[src/pkg/cpu_flags_pkg.sv]
package cpu_flags_pkg;

	// ------------------------------------------------------------
	// Flag positions inside condition_flags
	// ------------------------------------------------------------
	localparam int FLAG_WIDTH  = 8;
	localparam int HALF_BIT    = 5;
	localparam int USER_BIT    = 4;
	localparam int NEG_BIT     = 3;
	localparam int ZERO_BIT    = 2;
	localparam int OVF_BIT     = 1;
	localparam int CARRY_BIT   = 0;

	// ------------------------------------------------------------
	// Half-carry positions per operand size
	// ------------------------------------------------------------
	localparam int HALF_POS_BYTE = 3;
	localparam int HALF_POS_WORD = 11;
	localparam int HALF_POS_LONG = 27;

	// ------------------------------------------------------------
	// Update masks, one bit per flag that an operation writes
	// ------------------------------------------------------------
	localparam logic [7:0] MASK_ARITH = 8'h2f;
	localparam logic [7:0] MASK_LOGIC = 8'h0e;
	localparam logic [7:0] MASK_SHIFT = 8'h0f;
	localparam logic [7:0] MASK_BIT   = 8'h01;
	localparam logic [7:0] MASK_FLAGS = 8'h3f;
	localparam logic [7:0] MASK_NONE  = 8'h00;

	typedef enum logic [1:0] {
		SIZE_BYTE,
		SIZE_WORD,
		SIZE_LONG
	} size_t;

	typedef enum logic [4:0] {
		K_NOP,
		K_ADD,
		K_ADDX,
		K_SUB,
		K_SUBX,
		K_CMP,
		K_NEG,
		K_LOGIC,
		K_SHIFT,
		K_BLOAD,
		K_BAND,
		K_BOR,
		K_BXOR,
		K_LOAD_FLAGS,
		K_AND_FLAGS,
		K_OR_FLAGS,
		K_XOR_FLAGS
	} kind_t;

endpackage

[src/cpu_condition_flags.sv]
`timescale 1ns/1ps

// Operation
// - byte arithmetic half-carry from bit 3
// - word arithmetic half-carry from bit 11
// - longword arithmetic half-carry from bit 27
// - bit 4 user bit, flag instructions only
// - negative flag takes result sign bit
// - zero flag set on all-zero result, except extended forms, which only clear it
// - overflow flag marks signed overflow
// - carry flag marks addition carry out
// - carry flag marks subtraction borrow
// - carry takes shifted or rotated-out bit
// - carry serves as bit-operation accumulator
// - flags are not initialised by reset
module cpu_condition_flags
	import cpu_flags_pkg::*;
(
	// Clock and reset
	input  wire logic        mclk,
	input  wire logic        rst,
	// Operation from the execution datapath
	input  wire logic        op_valid,
	input  wire kind_t       op_kind,
	input  wire size_t       op_size,
	input  wire logic [31:0] operand_a,
	input  wire logic [31:0] operand_b,
	input  wire logic        shift_out,
	input  wire logic        bit_value,
	input  wire logic        bit_invert,
	// Flag register and datapath result
	output logic      [7:0]  condition_flags,
	output logic      [31:0] op_result
);

	// ------------------------------------------------------------
	// Arithmetic
	// ------------------------------------------------------------
	logic [31:0] add_a;
	logic [31:0] add_b;
	logic        add_cin;
	logic        add_sub;
	logic [31:0] add_sum;
	logic        add_half;
	logic        add_carry;
	logic        add_ovf;

	always_comb begin
		add_a   = operand_a;
		add_b   = operand_b;
		add_cin = 1'b0;
		add_sub = 1'b0;
		unique case (op_kind)
			K_ADDX: add_cin = condition_flags[CARRY_BIT];
			K_SUB, K_CMP: add_sub = 1'b1;
			K_SUBX: begin
				add_sub = 1'b1;
				add_cin = condition_flags[CARRY_BIT];
			end
			K_NEG: begin
				add_a   = 32'h0;
				add_sub = 1'b1;
			end
			default: add_sub = 1'b0;
		endcase
	end

	flag_adder u_adder (
		.a        (add_a),
		.b        (add_b),
		.carry_in (add_cin),
		.subtract (add_sub),
		.size     (op_size),
		.sum      (add_sum),
		.half     (add_half),
		.carry    (add_carry),
		.ovf      (add_ovf)
	);

	// ------------------------------------------------------------
	// Result, sign and zero for the operand size
	// ------------------------------------------------------------
	logic [31:0] next_result;
	logic [31:0] sized;
	logic        res_neg;
	logic        res_zero;

	always_comb begin
		unique case (op_kind)
			K_ADD, K_ADDX, K_SUB, K_SUBX, K_CMP, K_NEG: next_result = add_sum;
			default: next_result = operand_a;
		endcase
	end

	always_comb begin
		unique case (op_size)
			SIZE_BYTE: begin
				sized   = {24'h0, next_result[7:0]};
				res_neg = next_result[7];
			end
			SIZE_WORD: begin
				sized   = {16'h0, next_result[15:0]};
				res_neg = next_result[15];
			end
			default: begin
				sized   = next_result;
				res_neg = next_result[31];
			end
		endcase
	end

	assign res_zero = (sized == 32'h0);

	// ------------------------------------------------------------
	// Next flag values and update mask
	// ------------------------------------------------------------
	logic [7:0] next_flags;
	logic [7:0] update_mask;
	logic       bit_in;

	assign bit_in = bit_value ^ bit_invert;

	always_comb begin
		next_flags  = condition_flags;
		update_mask = MASK_NONE;
		unique case (op_kind)
			K_ADD, K_ADDX, K_SUB, K_SUBX, K_CMP, K_NEG: begin
				update_mask           = MASK_ARITH;
				next_flags[HALF_BIT]  = add_half;
				next_flags[NEG_BIT]   = res_neg;
				next_flags[OVF_BIT]   = add_ovf;
				next_flags[CARRY_BIT] = add_carry;
				// Extended forms only clear zero so multi-word chains test the whole value.
				if (op_kind == K_ADDX || op_kind == K_SUBX) begin
					next_flags[ZERO_BIT] = res_zero & condition_flags[ZERO_BIT];
				end else begin
					next_flags[ZERO_BIT] = res_zero;
				end
			end
			K_LOGIC: begin
				update_mask          = MASK_LOGIC;
				next_flags[NEG_BIT]  = res_neg;
				next_flags[ZERO_BIT] = res_zero;
				next_flags[OVF_BIT]  = 1'b0;
			end
			K_SHIFT: begin
				update_mask           = MASK_SHIFT;
				next_flags[NEG_BIT]   = res_neg;
				next_flags[ZERO_BIT]  = res_zero;
				next_flags[OVF_BIT]   = 1'b0;
				next_flags[CARRY_BIT] = shift_out;
			end
			K_BLOAD, K_BAND, K_BOR, K_BXOR: begin
				update_mask = MASK_BIT;
				unique case (op_kind)
					K_BLOAD: next_flags[CARRY_BIT] = bit_in;
					K_BAND:  next_flags[CARRY_BIT] = condition_flags[CARRY_BIT] & bit_in;
					K_BOR:   next_flags[CARRY_BIT] = condition_flags[CARRY_BIT] | bit_in;
					default: next_flags[CARRY_BIT] = condition_flags[CARRY_BIT] ^ bit_in;
				endcase
			end
			K_LOAD_FLAGS: begin
				update_mask = MASK_FLAGS;
				next_flags  = operand_a[7:0];
			end
			K_AND_FLAGS: begin
				update_mask = MASK_FLAGS;
				next_flags  = condition_flags & operand_a[7:0];
			end
			K_OR_FLAGS: begin
				update_mask = MASK_FLAGS;
				next_flags  = condition_flags | operand_a[7:0];
			end
			K_XOR_FLAGS: begin
				update_mask = MASK_FLAGS;
				next_flags  = condition_flags ^ operand_a[7:0];
			end
			default: update_mask = MASK_NONE;
		endcase
	end

	// ------------------------------------------------------------
	// Flag register
	// ------------------------------------------------------------
	// No reset here: software must load the flags before relying on them.
	genvar gi;
	generate
		for (gi = 0; gi < FLAG_WIDTH; gi++) begin : g_flag
			if (gi > HALF_BIT) begin : g_unused
				assign condition_flags[gi] = 1'b0;
			end else begin : g_used
				always_ff @(posedge mclk) begin
					if (op_valid && update_mask[gi]) begin
						condition_flags[gi] <= next_flags[gi];
					end
				end
			end
		end
	endgenerate

	always_ff @(posedge mclk or posedge rst) begin
		if (rst) begin
			op_result <= 32'h0;
		end else if (op_valid && op_kind != K_CMP) begin
			op_result <= sized;
		end
	end

	// ------------------------------------------------------------
	// Checks
	// ------------------------------------------------------------
	property p_half_byte;
		@(posedge mclk) disable iff (rst)
		(op_valid && op_kind == K_ADD && op_size == SIZE_BYTE)
		|=> condition_flags[HALF_BIT]
			== (({1'b0, $past(operand_a[3:0])} + {1'b0, $past(operand_b[3:0])}) > 5'h0f);
	endproperty
	a_half_byte: assert property (p_half_byte) else $error("byte half-carry wrong");

	property p_half_word_sub;
		@(posedge mclk) disable iff (rst)
		(op_valid && op_kind == K_SUB && op_size == SIZE_WORD)
		|=> condition_flags[HALF_BIT] == ($past(operand_a[11:0]) < $past(operand_b[11:0]));
	endproperty
	a_half_word_sub: assert property (p_half_word_sub) else $error("word half-borrow wrong");

	property p_half_long;
		@(posedge mclk) disable iff (rst)
		(op_valid && op_kind == K_ADD && op_size == SIZE_LONG)
		|=> condition_flags[HALF_BIT]
			== (({1'b0, $past(operand_a[27:0])} + {1'b0, $past(operand_b[27:0])}) > 29'h0fffffff);
	endproperty
	a_half_long: assert property (p_half_long) else $error("long half-carry wrong");

	property p_user_kept;
		@(posedge mclk) disable iff (rst)
		(op_valid && op_kind inside {[K_NOP:K_BXOR]}) |=> $stable(condition_flags[USER_BIT]);
	endproperty
	a_user_kept: assert property (p_user_kept) else $error("user bit changed");

	property p_neg_zero;
		@(posedge mclk) disable iff (rst)
		(op_valid && op_kind == K_LOGIC && op_size == SIZE_WORD)
		|=> condition_flags[NEG_BIT] == $past(operand_a[15])
			&& condition_flags[ZERO_BIT] == ($past(operand_a[15:0]) == 16'h0)
			&& op_result[15:0] == $past(operand_a[15:0]);
	endproperty
	a_neg_zero: assert property (p_neg_zero) else $error("sign or zero wrong");

	property p_ovf_byte;
		@(posedge mclk) disable iff (rst)
		(op_valid && op_kind == K_ADD && op_size == SIZE_BYTE
			&& operand_a[7] == operand_b[7])
		|=> condition_flags[OVF_BIT] == (op_result[7] != $past(operand_a[7]));
	endproperty
	a_ovf_byte: assert property (p_ovf_byte) else $error("overflow wrong");

	property p_carry_add;
		@(posedge mclk) disable iff (rst)
		(op_valid && op_kind == K_ADD && op_size == SIZE_WORD)
		|=> condition_flags[CARRY_BIT]
			== (({1'b0, $past(operand_a[15:0])} + {1'b0, $past(operand_b[15:0])}) > 17'h0ffff);
	endproperty
	a_carry_add: assert property (p_carry_add) else $error("add carry wrong");

	property p_borrow;
		@(posedge mclk) disable iff (rst)
		(op_valid && op_kind == K_CMP && op_size == SIZE_LONG)
		|=> condition_flags[CARRY_BIT] == ($past(operand_a) < $past(operand_b))
			&& $stable(op_result);
	endproperty
	a_borrow: assert property (p_borrow) else $error("borrow wrong");

	property p_shift_carry;
		@(posedge mclk) disable iff (rst)
		(op_valid && op_kind == K_SHIFT) |=> condition_flags[CARRY_BIT] == $past(shift_out);
	endproperty
	a_shift_carry: assert property (p_shift_carry) else $error("shift carry wrong");

	property p_bit_acc;
		@(posedge mclk) disable iff (rst)
		(op_valid && op_kind == K_BAND)
		|=> condition_flags[CARRY_BIT]
			== ($past(condition_flags[CARRY_BIT]) & ($past(bit_value) ^ $past(bit_invert)))
			&& $stable(condition_flags[HALF_BIT:OVF_BIT]);
	endproperty
	a_bit_acc: assert property (p_bit_acc) else $error("bit accumulator wrong");

	property p_hold;
		@(posedge mclk) disable iff (rst)
		!op_valid |=> $stable(condition_flags);
	endproperty
	a_hold: assert property (p_hold) else $error("flags changed while idle");

endmodule // cpu_condition_flags

[src/flag_adder.sv]
`timescale 1ns/1ps

module flag_adder
	import cpu_flags_pkg::*;
(
	// Operands
	input  wire logic [31:0] a,
	input  wire logic [31:0] b,
	input  wire logic        carry_in,
	input  wire logic        subtract,
	input  wire size_t       size,
	// Results
	output logic      [31:0] sum,
	output logic             half,
	output logic             carry,
	output logic             ovf
);

	logic [31:0] b_eff;
	logic [32:0] total;
	logic [32:0] carries;

	// Subtraction is a + ~b + ~borrow, so carry out is the inverse of borrow.
	assign b_eff   = subtract ? ~b : b;
	assign total   = {1'b0, a} + {1'b0, b_eff} + {32'h0, subtract ^ carry_in};
	assign carries = {1'b0, a} ^ {1'b0, b_eff} ^ total;
	assign sum     = total[31:0];

	always_comb begin
		unique case (size)
			SIZE_BYTE: begin
				half  = carries[HALF_POS_BYTE + 1] ^ subtract;
				carry = carries[8] ^ subtract;
				ovf   = carries[8] ^ carries[7];
			end
			SIZE_WORD: begin
				half  = carries[HALF_POS_WORD + 1] ^ subtract;
				carry = carries[16] ^ subtract;
				ovf   = carries[16] ^ carries[15];
			end
			default: begin
				half  = carries[HALF_POS_LONG + 1] ^ subtract;
				carry = carries[32] ^ subtract;
				ovf   = carries[32] ^ carries[31];
			end
		endcase
	end

endmodule // flag_adder

[config.mk]
export PLATFORM = sky130hd
export DESIGN_NAME = cpu_condition_flags
export DESIGN_NICKNAME = d
export VERILOG_FILES = /design/src/pkg/cpu_flags_pkg.sv /design/src/cpu_condition_flags.sv /design/src/flag_adder.sv
export SDC_FILE = /design/constraint.sdc
export NUM_CORES = 1
export LEC_CHECK = 0
export ABC_AREA = 1
export BUFFER_PORTS_ARGS = -buffer_cell sky130_fd_sc_hd__clkbuf_2
export CAP_MARGIN = 5
export CELL_PAD_IN_SITES_DETAIL_PLACEMENT = 1
export CELL_PAD_IN_SITES_GLOBAL_PLACEMENT = 2
export CORE_MARGIN = 2
export CORE_UTILIZATION = 29
export DETAILED_ROUTE_END_ITERATION = 8
export PLACE_DENSITY = 0.86
export SLEW_MARGIN = 20
export SYNTH_ARGS = -nofsm -noshare
export SYNTH_HDL_FRONTEND = slang
export SYNTH_HIERARCHICAL = 1
export SYNTH_SLANG_ARGS = --single-unit
[constraint.sdc]
create_clock -name mclk -period 4.2 [get_ports mclk]
set_input_delay 0.21 -clock mclk [delete_from_list [all_inputs] [get_ports mclk]]
set_output_delay 0.21 -clock mclk [all_outputs]
set_load 0.01 [all_outputs]
# Word level (Yosys, flattened, before mapping)
# Index checks and enable logic that the tools add are counted.
[word_totals]
reg_bits = 38
latchBits = 0
ram_bits = 0
rom_bits = 0
inputBits = 77
out_inout_bits = 40
elab_cells = 91
memories = 0
[classes]
addsub = 2
n_mul = 0
n_div = 0
order_cmp = 0
eq_ne = 18
n_shift = 0
muxes = 17
bitwise_logic = 21
reduce_logical = 26
[ops]
columns = ["cell", "count"]
rows = [
  ["$mux 32", 3],
  ["$pmux 32 s2", 1],
  ["$eq 5x4->1 const B", 8],
  ["$add 32x32->33", 1],
  ["$add 33x1->33", 1],
  ["$xor 33x33->33", 1],
  ["$logic_not 32->1", 1],
  ["$not 32->32", 1],
  ["$xor 32x32->32", 1],
  ["$pmux 6 s5", 1],
  ["$eq 5x3->1 const B", 4],
  ["$pmux 3 s6", 1],
  ["$reduce_and 2->1", 6],
  ["$reduce_or 4->1", 3],
  ["$xor 1x1->1", 12],
  ["$eq 5x2->1 const B", 2],
  ["$pmux 1 s2", 4],
  ["$logic_and 1x1->1", 7],
  ["$pmux 1 s7", 1],
  ["$reduce_bool 7->1", 1],
  ["$and 6x6->6", 1],
  ["$or 6x6->6", 1],
  ["$reduce_bool 6->1", 1],
  ["$reduce_or 6->1", 1],
  ["other kinds (16)", 20],
]

# Logic depth before layout (Yosys ltp)
# Gate-level depths: netlist of run 1.
[depth]
word_depth = 12
ltp_mapped = 30
depth_no_buf = 30

# Hierarchy
# The synthesis of run 1 kept the hierarchy.
[modules_own_cells]
columns = ["module", "instances", "cells_per_inst", "area_per_inst_um2", "seq_area_each_um2"]
rows = [
  ["cpu_condition_flags", 1, 459, 2994.1, 980.9],
  ["flag_adder", 1, 464, 2592.5, 0.0],
]

# Least setup slack after synthesis of run 1
# Ideal clock, no wire load.
[synth_path]
path_kind = "input port to flip-flop"
start = "input op_kind[2]"
end = "register condition_flags[2], data pin"
setup_time_ps = 260
arrival_time_ps = 3341
required_ps = 3940
path_slack_ps = 599
stages = 30
path_buffers = 3
path_cell_list = "inv_2 -> nor2_4 -> nand3_4 -> buf_2 -> nand2_1 -> buf_2 -> buf_4 -> xnor2_1 -> fa_1 -> fa_1 -> inv_1 -> nand2_1 -> nand2_1 -> nand2_1 -> o21bai_2 -> nand3_1 -> nand2_1 -> nand3_1 -> nand2_1 -> nand2_1 -> nand2_1 -> inv_1 -> nand2_1 -> nand3_1 -> nand2_1 -> nor2_1 -> nand2_1 -> nor2_1 -> nand3_1 -> nand3_1"
[synth_between]
elab_chain_cells = 12
elab_cells_between_ends = 30
classes_between = "2 x add/sub; 12 x eq/ne; 8 x mux; 2 x bitwise; 6 x reduce/logical"
[synth_lines]
columns = ["item", "line_no", "text"]
rows = [
  ["start, declared", "cpu_condition_flags.sv:24", "input wire kind_t op_kind,"],
  ["$eq 5x3->1 / $eq 5x2->1 (equally long branches)", "cpu_condition_flags.sv:53", "unique case (op_kind)"],
  ["$reduce_or 4->1 (no line) *", "--", ""],
  ["$mux 1 *", "cpu_condition_flags.sv:53", ""],
  ["via add_sub", "cpu_condition_flags.sv:42", "logic add_sub;"],
  ["$mux 32", "flag_adder.sv:24", "assign b_eff = subtract ? ~b : b;"],
  ["$add 32x32->33", "flag_adder.sv:25", "assign total = {1'b0, a} + {1'b0, b_eff} + {32'h0, subtract ^ carry_in};"],
  ["$add 33x1->33 *", "flag_adder.sv:25", ""],
  ["via add_sum[22]", "cpu_condition_flags.sv:43", "logic [31:0] add_sum;"],
  ["$mux 32 *", "cpu_condition_flags.sv:89", "unique case (op_kind)"],
  ["$pmux 32 s2 *", "cpu_condition_flags.sv:96", "unique case (op_size)"],
  ["$logic_not 32->1 *", "cpu_condition_flags.sv:112", "assign res_zero = (sized == 32'h0);"],
  ["$and 1x1->1", "cpu_condition_flags.sv:135", "next_flags[ZERO_BIT] = res_zero & condition_flags[ZERO_BIT];"],
  ["$mux 1", "cpu_condition_flags.sv:134", "if (op_kind == K_ADDX || op_kind == K_SUBX) begin"],
  ["$pmux 3 s6 *", "cpu_condition_flags.sv:126", "unique case (op_kind)"],
  ["via next_flags[2]", "cpu_condition_flags.sv:117", "logic [7:0] next_flags;"],
  ["end signal, assigned by index", "cpu_condition_flags.sv:194", "condition_flags[gi] <= next_flags[gi];"],
  ["end, declared", "cpu_condition_flags.sv:32", "output logic [7:0] condition_flags,"],
]
# The timed path passes the listed nets; every way through them passes the cells marked *.
# A chain may end at the register's enable or synchronous reset.

# Worst setup path after layout of run 1
[layout_path]
start = "input op_kind[4]"
end = "register condition_flags[2], data pin"
[layout_between]
elab_cells_between_ends = 30
classes_between = "2 x add/sub; 12 x eq/ne; 8 x mux; 2 x bitwise; 6 x reduce/logical"
[layout_lines]
columns = ["item", "line_no", "text"]
rows = [
  ["$eq 5x2->1 / $eq 5x3->1 (equally long branches)", "cpu_condition_flags.sv:53", ""],
  ["$reduce_or 2->1 (no line) *", "--", ""],
  ["$mux 1 *", "cpu_condition_flags.sv:53", ""],
  ["via add_cin", "cpu_condition_flags.sv:41", "logic add_cin;"],
  ["$xor 1x1->1 *", "flag_adder.sv:25", ""],
  ["$add 33x1->33 *", "flag_adder.sv:25", ""],
  ["via add_sum[22]", "cpu_condition_flags.sv:43", ""],
  ["$mux 32 *", "cpu_condition_flags.sv:89", ""],
  ["$pmux 32 s2 *", "cpu_condition_flags.sv:96", ""],
  ["$logic_not 32->1 *", "cpu_condition_flags.sv:112", ""],
  ["$and 1x1->1", "cpu_condition_flags.sv:135", ""],
  ["$mux 1", "cpu_condition_flags.sv:134", ""],
  ["$pmux 3 s6 *", "cpu_condition_flags.sv:126", ""],
  ["via next_flags[2]", "cpu_condition_flags.sv:117", ""],
]
# Marked as above.

==> impl_metrics.csv, run 1 <==
group,metric,value,unit
sta,rsz0062_at_grt,"no",
sta,fmax,276.3,MHz
clock_network,tritoncts.num_buffers,5,
pwr,ir_drop,0.0001562,V
drt,via_per_inst,4.655,
floorplan,die_x,142.8,um
critical_path,crit_arrival,3.77,ns
synthesis,synthArstFlopShare,84.21,%
grt,grt_pass1_wl,31350,um
pwr,seqPwrFrac,24.9,%
sta,hold_viol_final,0,
finish,drive_above_1_share,16.16,%
drt,drt_first_pass_iters,5,
critical_path,max_stage_delay,0.41,ns
pwr,sw_frac_of_total,45.20,%
finish,nFillCells,2537,
sta,period_share,86.18,%
finish,multi_input_area,3862,um^2
sta,period_minus_slack,3.620,ns
clock_network,post_cts_buffers,0,
critical_path,crit_end,"condition_flags[2]",
drt,drt_iter0_markers,339,
floorplan,dieArea,20390,um^2
drt,ant_nets,0,
floorplan,ios,117,
critical_path,worstPathMaxFanout,5,
synthesis,synth_edf_count,6,
floorplan,start_util,29.67,%
grt,grt_use_total,19.52,%
clock_network,cts_buffer_depth,2,
critical_path,critical_path_required,4.35,ns
critical_path,crit_start,"op_kind[4]",
pwr,power.leakage,0.003797,uW
clock_network,cts_tree,"done",
grt,overflow,0,
finish,final_cells,1287,
pwr,internal_power,982.8,uW
clock_network,cts_sinks,38,
worst_hold_path,hp-class,"in2reg",
pwr,power-per-cell-area,273.3,nW/um^2
finish,nets,1150,
sta,tns,0,ns
drt,routed_wl,19780,um
pwr,switching_power,810.7,uW
floorplan,core_area,18830,um^2
run_status,status,"complete, no violations",
pwr,clockPowerShare,20.7,%
synthesis,synth-seq-cells,38,
finish,antenna_cells,0,
sta,finalSetupViolCount,0,
pwr,p_comb_share,54.4,%
clock_network,postCtsHoldBufs,1,
flow_run,max-cap-violations,0,
drt,num_vias,5991,
critical_path,r2r-start,"condition_flags[0]",
synthesis,syn_inst,923,
drt,detail_route.wl_per_cell,15.37,um
grt,antenna_found_initial,0,
grt,grt_start_max_net_pins,65,
clock_network,cts_root_buf,"clkbuf_16",
clock_network,worstSkewPairLatency,0.28,ns
synthesis,yosysSeqAreaShare,17.56,%
clock_network,ctsResizeCount,0,
synthesis,synthesis.area,5587,um^2
sta,worstMarginPinSlew,0.8824,ns
synthesis,synth_cell_types,48,
worst_hold_path,hold_path_depth,3,
critical_path,cpMaxStageDelayCell,"fa_1",
critical_path,end_kind,"register",
synthesis,synth_top_flop_cell,"dfrtp_1",
sta,timing.final.max_slew_violations,0,
synthesis,syn_avg_cell_area,6.053,um^2
clock_network,clk_pin_slew_worst_paths,0.06,ns
critical_path,crit_type,"in2reg",
placement,place_inst,1278,
critical_path,path_common_cell,"nand2_1",
critical_path,cp_num_buf_inv,4,
critical_path,start_kind,"input port",
floorplan,die_h,142.8,um
floorplan,rows,50,
drt,drc,0,
sta,slew_headroom,41.09,%
critical_path,critical-path-top-delay-family,"simple AND/OR/NAND/NOR gates",
placement,port_buffers,114,
placement,hpwl,17100,um
critical_path,rrSetupSlack,0.60,ns
critical_path,worstRegToRegCells,24,
finish,regArea,980.9,um^2
grt,first_global_vias,5939,
critical_path,worst-path-stages,29,
synthesis,yosysWarnings,6,
placement,gp_congestion,0.8686,
clock_network,htree_levels,2,
finish,area_growth_syn_to_layout,17.47,%
sta,skew,0.008947,ns
critical_path,regToRegEndpoint,"condition_flags[2]",
[power groups by stage]
stage	clock network, uW	logic [uW]	registers, uW
detailed placement	0	976	454
floorplan	0	643	469
global placement	0	965	453
CTS	385	981	448
global route	394	1100	452
finish	371	976	447
[cell type report]
type	instances	share of cell area, %
clock buffer	5	1.907
clock inverter	3	0.3241
inverter	161	9.209
multi-input combinational	700	58.86
sequential	38	14.95
tap	260	4.957
timing repair buffer	120	9.800
[cell families after synthesis]
family,count (synthesis),synth area share (%)
compound gates,115,12.68
simple gates,479,36.51
flops,38,17.56
other cells,1,0.06712
xor+xnor,57,8.936
buf+inv,186,13.46
fa+ha+maj,47,10.80
[per-layer routing]
| metal | vias up | track usage [%] | part of all wire [%] |
|---|---|---|---|
| met3 | 13 | 0.8384 | 4.6 |
| met2 | 126 | 30.14 | 42 |
| met1 | 2754 | 29.97 | 52 |
| met4 | 0 | 4.169 | 1.4 |
| li1 | 3098 | - | - |
| met5 | - | 0 | 0 |
[how the worst min path moves through the flow]
| stage | to | from |
|---|---|---|
| finish | condition_flags[0] | op_valid |
| global route | condition_flags[4] | op_valid |
| CTS | condition_flags[0] | op_valid |
| detailed placement | op_result[24] | rst |
| global placement | op_result[23] | rst |
| floorplan | op_result[0] | rst |
[metrics by stage]
step	hold WS [ns]	total power [uW]	cell area, um^2	setup WS (ns)	util [%]
after global routing	0.3067	1950	6563	0.1458	34.85
after floorplan	0.3262	1112	5590	0.5987	-
after detailed placement	0.3022	1430	6406	0.2710	34.02
after global placement	0.3021	1418	6406	0.3394	34.02
final	0.2704	1794	6563	0.5803	34.85
after CTS	0.2647	1813	6563	0.5663	34.85
[layout by cell type (no fill, tap or decap), drive strengths merged, types with 2 or more instances in the layout]
cell type    n
a22oi        3
clkbuf     119
a31oi        2
or2          2
nand2      271
dfrtp       32
nor4         3
edfxtp       6
a21o         5
nand3       84
o221ai       3
nor3         4
clkinv       3
xnor2        8
xor2        49
o2111ai      3
ha          45
inv        160
a21oi       36
o21bai      15
fa           2
buf          5
o21ai       43
and2         2
nor2       105
nand4        6
conb         2
a31o         2
[worst reg2reg max path, stage by stage, from the launching register on]
cell	delay [ns]
edfxtp_1	0.44
inv_1	0.16
nor2_1	0.08
xnor2_1	0.13
fa_1	0.41
fa_1	0.41
inv_1	0.07
nand2_1	0.04
nand2_1	0.11
nand2_1	0.11
o21bai_2	0.20
nand3_1	0.10
nand2_1	0.13
nand3_1	0.12
nand3_1	0.10
nand2_1	0.06
inv_1	0.04
nand2_1	0.05
nand3_1	0.12
nand2_1	0.07
nor2_1	0.11
nand2_1	0.05
nor2_1	0.17
nand3_1	0.10
nand3_1	0.09
[cell usage after synthesis (3+ instances only)]
master	count	area (um^2)
nand3_1	81	405.4
buf_4	3	22.52
ha_1	45	563.0
inv_1	153	574.3
o21ai_1	13	65.06
nor2_1	100	375.4
dfrtp_1	32	800.8
o21ai_0	28	140.1
o221ai_1	3	26.28
a21oi_2	3	26.28
xor2_1	49	429.2
a22oi_1	3	22.52
buf_2	7	35.03
o2111ai_1	3	26.28
a21oi_1	33	165.2
nand2_4	3	33.78
inv_2	7	26.28
buf_6	3	33.78
clkbuf_1	10	37.54
a21o_1	5	37.54
nor2_2	4	25.02
xnor2_1	8	70.07
nor4_1	3	18.77
o21bai_1	12	90.09
o21bai_2	3	33.78
nor3_1	4	20.02
nand2_1	259	972.2
nand4_1	6	37.54
edfxtp_1	6	180.2
nand2_2	9	56.30
[registers in the layout, summed over array words and instances (netlist names)]
signal	flops
op_result	32
condition_flags	6
Power figures use the tool's default switching activity.
==> inputs of run 2 (changes only) <==
--- a/config.mk
+++ b/config.mk
@@ -14,6 +14,7 @@
 export CORE_UTILIZATION = 29
 export DETAILED_ROUTE_END_ITERATION = 8
 export PLACE_DENSITY = 0.86
+export REMOVE_ABC_BUFFERS = 1
 export SLEW_MARGIN = 20
 export SYNTH_ARGS = -nofsm -noshare
 export SYNTH_HDL_FRONTEND = slang
==> constraint.sdc (replaced) <==
create_clock -name mclk -period 4.2 [get_ports mclk]
set_input_delay 0.63 -clock mclk [delete_from_list [all_inputs] [get_ports mclk]]
set_output_delay 0.63 -clock mclk [all_outputs]
set_load 0.01 [all_outputs]
==> run 2 against run 1 <==
  * Flip-flop and latch count did not move
  * Non-clock buffer count increased by 48
  * Clock-buffer cell count did not move
  * First-iteration DRC count fell by 19%
  * Largest cell class unchanged
==> impl_metrics.csv, run 2 (synthesis results as in run 1) <==
group,metric,value,unit
drt,drc,0,
finish,multi_input_area,3885,um^2
pwr,ir_drop,0.0001203,V
critical_path,path_common_cell,"nand2_1",
placement,post-place-ws,-0.1031,ns
placement,placedInstanceArea,6779,um^2
finish,top_regs,"op_result (32), condition_flags (6)",
pwr,power-per-cell-area,274.0,nW/um^2
worst_hold_path,hp-class,"in2async",
finish,final_cell_mix,"257 x nand2_1, 153 x inv_1, 114 x clkbuf_2",
clock_network,cts_sinks,38,
sta,fmax,253.5,MHz
critical_path,crit_arrival,4.10,ns
placement,port_buffers,114,
clock_network,cts_buffer_depth,2,
sta,skew,0.003719,ns
drt,drt_first_pass_iters,4,
drt,ant_nets,0,
critical_path,crit_type,"in2reg",
floorplan,die_x,142.8,um
floorplan,die_h,142.8,um
run_status,status,"complete, no violations",
grt,antenna_found_initial,0,
finish,largest_reg_flops,32,
pwr,power.leakage,0.004031,uW
grt,overflow,0,
finish,regArea,980.9,um^2
drt,detail_route.wl_per_cell,15.69,um
drt,drt_iter0_markers,276,
floorplan,dieArea,20390,um^2
placement,hpwl,17220,um
clock_network,postCtsHoldBufs,0,
floorplan,start_util,29.67,%
finish,drive_above_1_share,20.58,%
grt,first_global_vias,6332,
floorplan,rows,50,
placement,gp_congestion,0.8867,
clock_network,htree_levels,2,
drt,num_vias,6230,
critical_path,critical_path_required,4.36,ns
clock_network,clk_pin_slew_worst_paths,0.07,ns
sta,period_minus_slack,3.945,ns
finish,final_area,6944,um^2
drt,routed_wl,20940,um
finish,area_growth_syn_to_layout,24.30,%
flow_run,max-cap-violations,0,
floorplan,ios,117,
sta,setup_ws,0.2546,ns
sta,finalSetupViolCount,0,
critical_path,start_kind,"input port",
grt,grt_start_max_net_pins,65,
sta,slew_headroom,32.69,%
sta,period_share,93.94,%
grt,grt_pass1_wl,33040,um
clock_network,cts_tree,"done",
critical_path,cpMaxStageDelayCell,"fa_1",
finish,antenna_cells,0,
critical_path,worstPathMaxFanout,4,
clock_network,cts_root_buf,"clkbuf_16",
finish,final_core_util,36.88,%
clock_network,tritoncts.num_buffers,5,
critical_path,max_stage_delay,0.39,ns
finish,nets,1198,
sta,worstMarginPinSlew,1.008,ns
grt,grt_use_total,20.64,%
drt,via_per_inst,4.670,
clock_network,worstSkewPairLatency,0.29,ns
finish,nFillCells,2552,
critical_path,end_kind,"register",
sta,timing.final.max_slew_violations,0,
finish,top_register,"op_result",
finish,layout_commonest_cell,"nand2_1",
sta,hold_viol_final,0,
floorplan,core_area,18830,um^2
[run 2: cell types whose count changed in the layout (fill, tap and decap cells not counted), moves of 2 or more]
cell,change
buf_4,+48
nor2_1,-3
nor2_2,+3
nand3_1,-2
nand3_2,+2
[run 2: worst paths after layout]
| path | start | to | slack (ns) | cells after the start |
|---|---|---|---|---|
| max | op_kind[1] | condition_flags[2] | 0.25 | 29 |
| min | rst | op_result[30] | 0.42 | 3 |
| max reg2reg | condition_flags[0] | condition_flags[2] | 0.65 | 25 |
| min reg2reg | op_result[7] | op_result[7] | 0.49 | 2 |
| max in group asynchronous | rst | op_result[15] | 3.44 | 3 |
| min in group mclk | op_result[7] | op_result[7] | 0.49 | 2 |
[run 2: where the power goes]
part / internal, uW / switching [uW]
sequential: 420 / 25.3
clock: 215 / 174
combinational: 419 / 650
total: 1050 / 849
[run 2: what timing repair did]
item	in CTS	in global routing
hold endpoints to repair	0	0
resized for setup	0	7
setup endpoints to repair	0	1
setup buffers	0	1
[run 2: metal layers]
metal  track usage, %  vias to the layer above  wire length (um)
li1                 -                     3201                 -
met1            29.24                     2922             10370
met2            34.94                       99              9752
met3            1.308                        8               622
met4            3.648                        0               188
met5                0                        -                 0
[run 2: final cells by class]
cell class | instances | area share [%]
clock buffer | 5 | 1.802
clock inverter | 2 | 0.1441
inverter | 161 | 8.703
multi-input combinational | 700 | 55.95
sequential | 38 | 14.13
tap | 260 | 4.685
timing repair buffer | 168 | 14.59
[run 2: per-stage QoR]
stage	std cells	power (uW)	TNS, ns	hold WS (ns)
floorplan	899	1097	-2.502	0.5187
global placement	1326	1498	0	0.4694
detailed placement	1326	1512	-0.1031	0.4750
CTS	1333	1912	0	0.4417
global route	1334	2054	-0.01862	0.4622
finish	1334	1903	0	0.4210
[run 2: critical path: cells and delay by family]
kind | cells | cell delay (ns)
fa+ha+maj | 2 | 0.77
xor+xnor | 1 | 0.10
simple gates | 17 | 1.48
compound gates | 3 | 0.63
buf+inv | 6 | 0.48
==> inputs of run 3 (changes only) <==
--- a/config.mk
+++ b/config.mk
@@ -10,7 +10,7 @@
 export CAP_MARGIN = 5
 export CELL_PAD_IN_SITES_DETAIL_PLACEMENT = 1
 export CELL_PAD_IN_SITES_GLOBAL_PLACEMENT = 2
-export CORE_MARGIN = 2
+export CORE_ASPECT_RATIO = 1.75
 export CORE_UTILIZATION = 29
 export DETAILED_ROUTE_END_ITERATION = 8
 export PLACE_DENSITY = 0.86
==> run 3 against run 2 <==
  * Maximum frequency down 0.72%
  * Clock-buffer cell count rose by 1
  * Sequential power barely moved
  * Sequential share of layout area decreased by 0.77 points
  * Die area fell by 2.7%
  * Worst setup slack got worse by 0.029 ns
==> impl_metrics.csv, run 3 (synthesis results as in run 1) <==
group,metric,value,unit
grt,grt_start_max_net_pins,65,
critical_path,critical_path_required,4.24,ns
worst_hold_path,hp-class,"in2async",
critical_path,worstPathMaxFanout,22,
drt,ant_nets,0,
finish,final_area,7345,um^2
drt,detail_route.wl_per_cell,16.03,um
floorplan,rows,66,
clock_network,cts_buffer_depth,2,
finish,layout_commonest_cell,"nand2_1",
placement,place_inst,1365,
finish,top_register,"op_result",
drt,routed_wl,22000,um
sta,fmax,251.6,MHz
sta,whs,0.4107,ns
pwr,ir_drop,0.0001451,V
sta,period_minus_slack,3.974,ns
finish,largest_reg_flops,32,
drt,drt_first_pass_iters,4,
finish,area_growth_syn_to_layout,31.47,%
flow_run,max-cap-violations,0,
finish,top_regs,"op_result (32), condition_flags (6)",
clock_network,cts_sinks,38,
clock_network,tritoncts.num_buffers,5,
finish,drive_above_1_share,24.41,%
clock_network,cts_root_buf,"clkbuf_16",
grt,overflow,0,
sta,period_share,94.62,%
sta,timing.final.max_slew_violations,0,
sta,finalSetupViolCount,0,
floorplan,ios,117,
sta,slew_headroom,36.07,%
clock_network,postCtsHoldBufs,0,
floorplan,die_x,106.9,um
sta,skew,0.003693,ns
finish,final_cells,1373,
drt,drc,0,
floorplan,die_h,185.6,um
critical_path,end_kind,"register",
finish,final_cell_mix,"257 x nand2_1, 153 x inv_1, 114 x clkbuf_2",
placement,gp_congestion,0.8745,
floorplan,dieArea,19850,um^2
critical_path,crit_arrival,4.01,ns
clock_network,htree_levels,2,
clock_network,post_cts_buffers,0,
pwr,power-per-cell-area,274.1,nW/um^2
clock_network,clk_pin_slew_worst_paths,0.06,ns
sta,hold_viol_final,0,
critical_path,rrSetupSlack,0.66,ns
grt,first_global_vias,6942,
grt,grt_use_total,22.73,%
sta,tns,0,ns
grt,grt_pass1_wl,34500,um
floorplan,core_area,18750,um^2
drt,num_vias,6588,
sta,worstMarginPinSlew,0.9575,ns
placement,hpwl,18520,um
placement,placedInstanceArea,7184,um^2
clock_network,worstSkewPairLatency,0.29,ns
finish,nFillCells,2567,
grt,antenna_found_initial,0,
placement,port_buffers,114,
sta,rsz0062_at_grt,"no",
drt,via_per_inst,4.798,
pwr,power.leakage,0.004312,uW
finish,nets,1258,
pwr,power,2013,uW
floorplan,start_util,29.80,%
drt,drt_iter0_markers,195,
run_status,status,"complete, no violations",
clock_network,cts_tree,"done",
critical_path,crit_type,"in2reg",
finish,antenna_cells,0,
critical_path,start_kind,"input port",
==> run 3: changes by cell type in the layout (fill, tap and decap cells not counted), sizes merged <==
cell	before	now
clkinv	3	2
clkbuf	119	120
clkinvlp	0	1
buf	54	114
==> run 3: timing repair <==
item,4_1_cts,5_1_grt
gates resized for setup,0,3
setup endpoints to repair,0,1
endpoints found under the hold margin,0,0
==> run 3: stage by stage <==
step / util [%] / setup WS (ns)
detailed placement: 38.33 / -0.1830
floorplan: - / -0.5401
global route: 39.18 / 0.004376
global placement: 38.33 / -0.1672
CTS: 39.13 / 0.1194
finish: 39.18 / 0.2258
==> run 3: final timing paths <==
path / startpoint / end / depth (start not counted)
min in group mclk: op_result[21] / op_result[21] / 2
max in group asynchronous: rst / op_result[8] / 3
worst max-delay path: op_kind[0] / condition_flags[2] / 24
worst max register to register: condition_flags[0] / condition_flags[2] / 23
worst min-delay path: rst / op_result[23] / 3
worst min register to register: op_result[21] / op_result[21] / 2
==> run 3: routing by layer <==
metal | global-route usage (%) | share of wire, %
met1 | 22.31 | 37
met2 | 46.53 | 56
met3 | 1.120 | 2.0
met4 | 11.84 | 4.9
met5 | 0 | 0
==> run 3: power by group <==
group	switching [uW]	internal, uW	total, uW
logic	665	500	1170
registers	26.8	420	447
clock network	165	235	401
total	858	1160	2010
==> run 3: final cells by class <==
class / count / area (um^2) / share of cell area [%]
multi-input combinational: 700 / 3867 / 52.66
timing repair buffer: 228 / 1443 / 19.64
sequential: 38 / 980.9 / 13.36
inverter: 161 / 604.3 / 8.228
tap: 238 / 297.8 / 4.055
clock buffer: 6 / 138.9 / 1.891
clock inverter: 2 / 12.51 / 0.1704
==> run 3: worst max-delay path: stages <==
cell      delay, ns
clkbuf_2       0.14
nand2_1        0.12
nor2_1         0.15
nand2_1        0.08
nand2_2        0.14
buf_6          0.29
xor2_1         0.12
ha_1           0.43
nand2_1        0.13
buf_4          0.17
nor4_1         0.38
nand3_1        0.19
nand3_1        0.10
nand2_1        0.05
nand2_1        0.08
inv_1          0.05
nand2_1        0.05
nand3_1        0.21
nand2_1        0.14
nor2_1         0.05
nand2_1        0.06
nor2_1         0.05
nand3_1        0.06
nand3_1        0.09
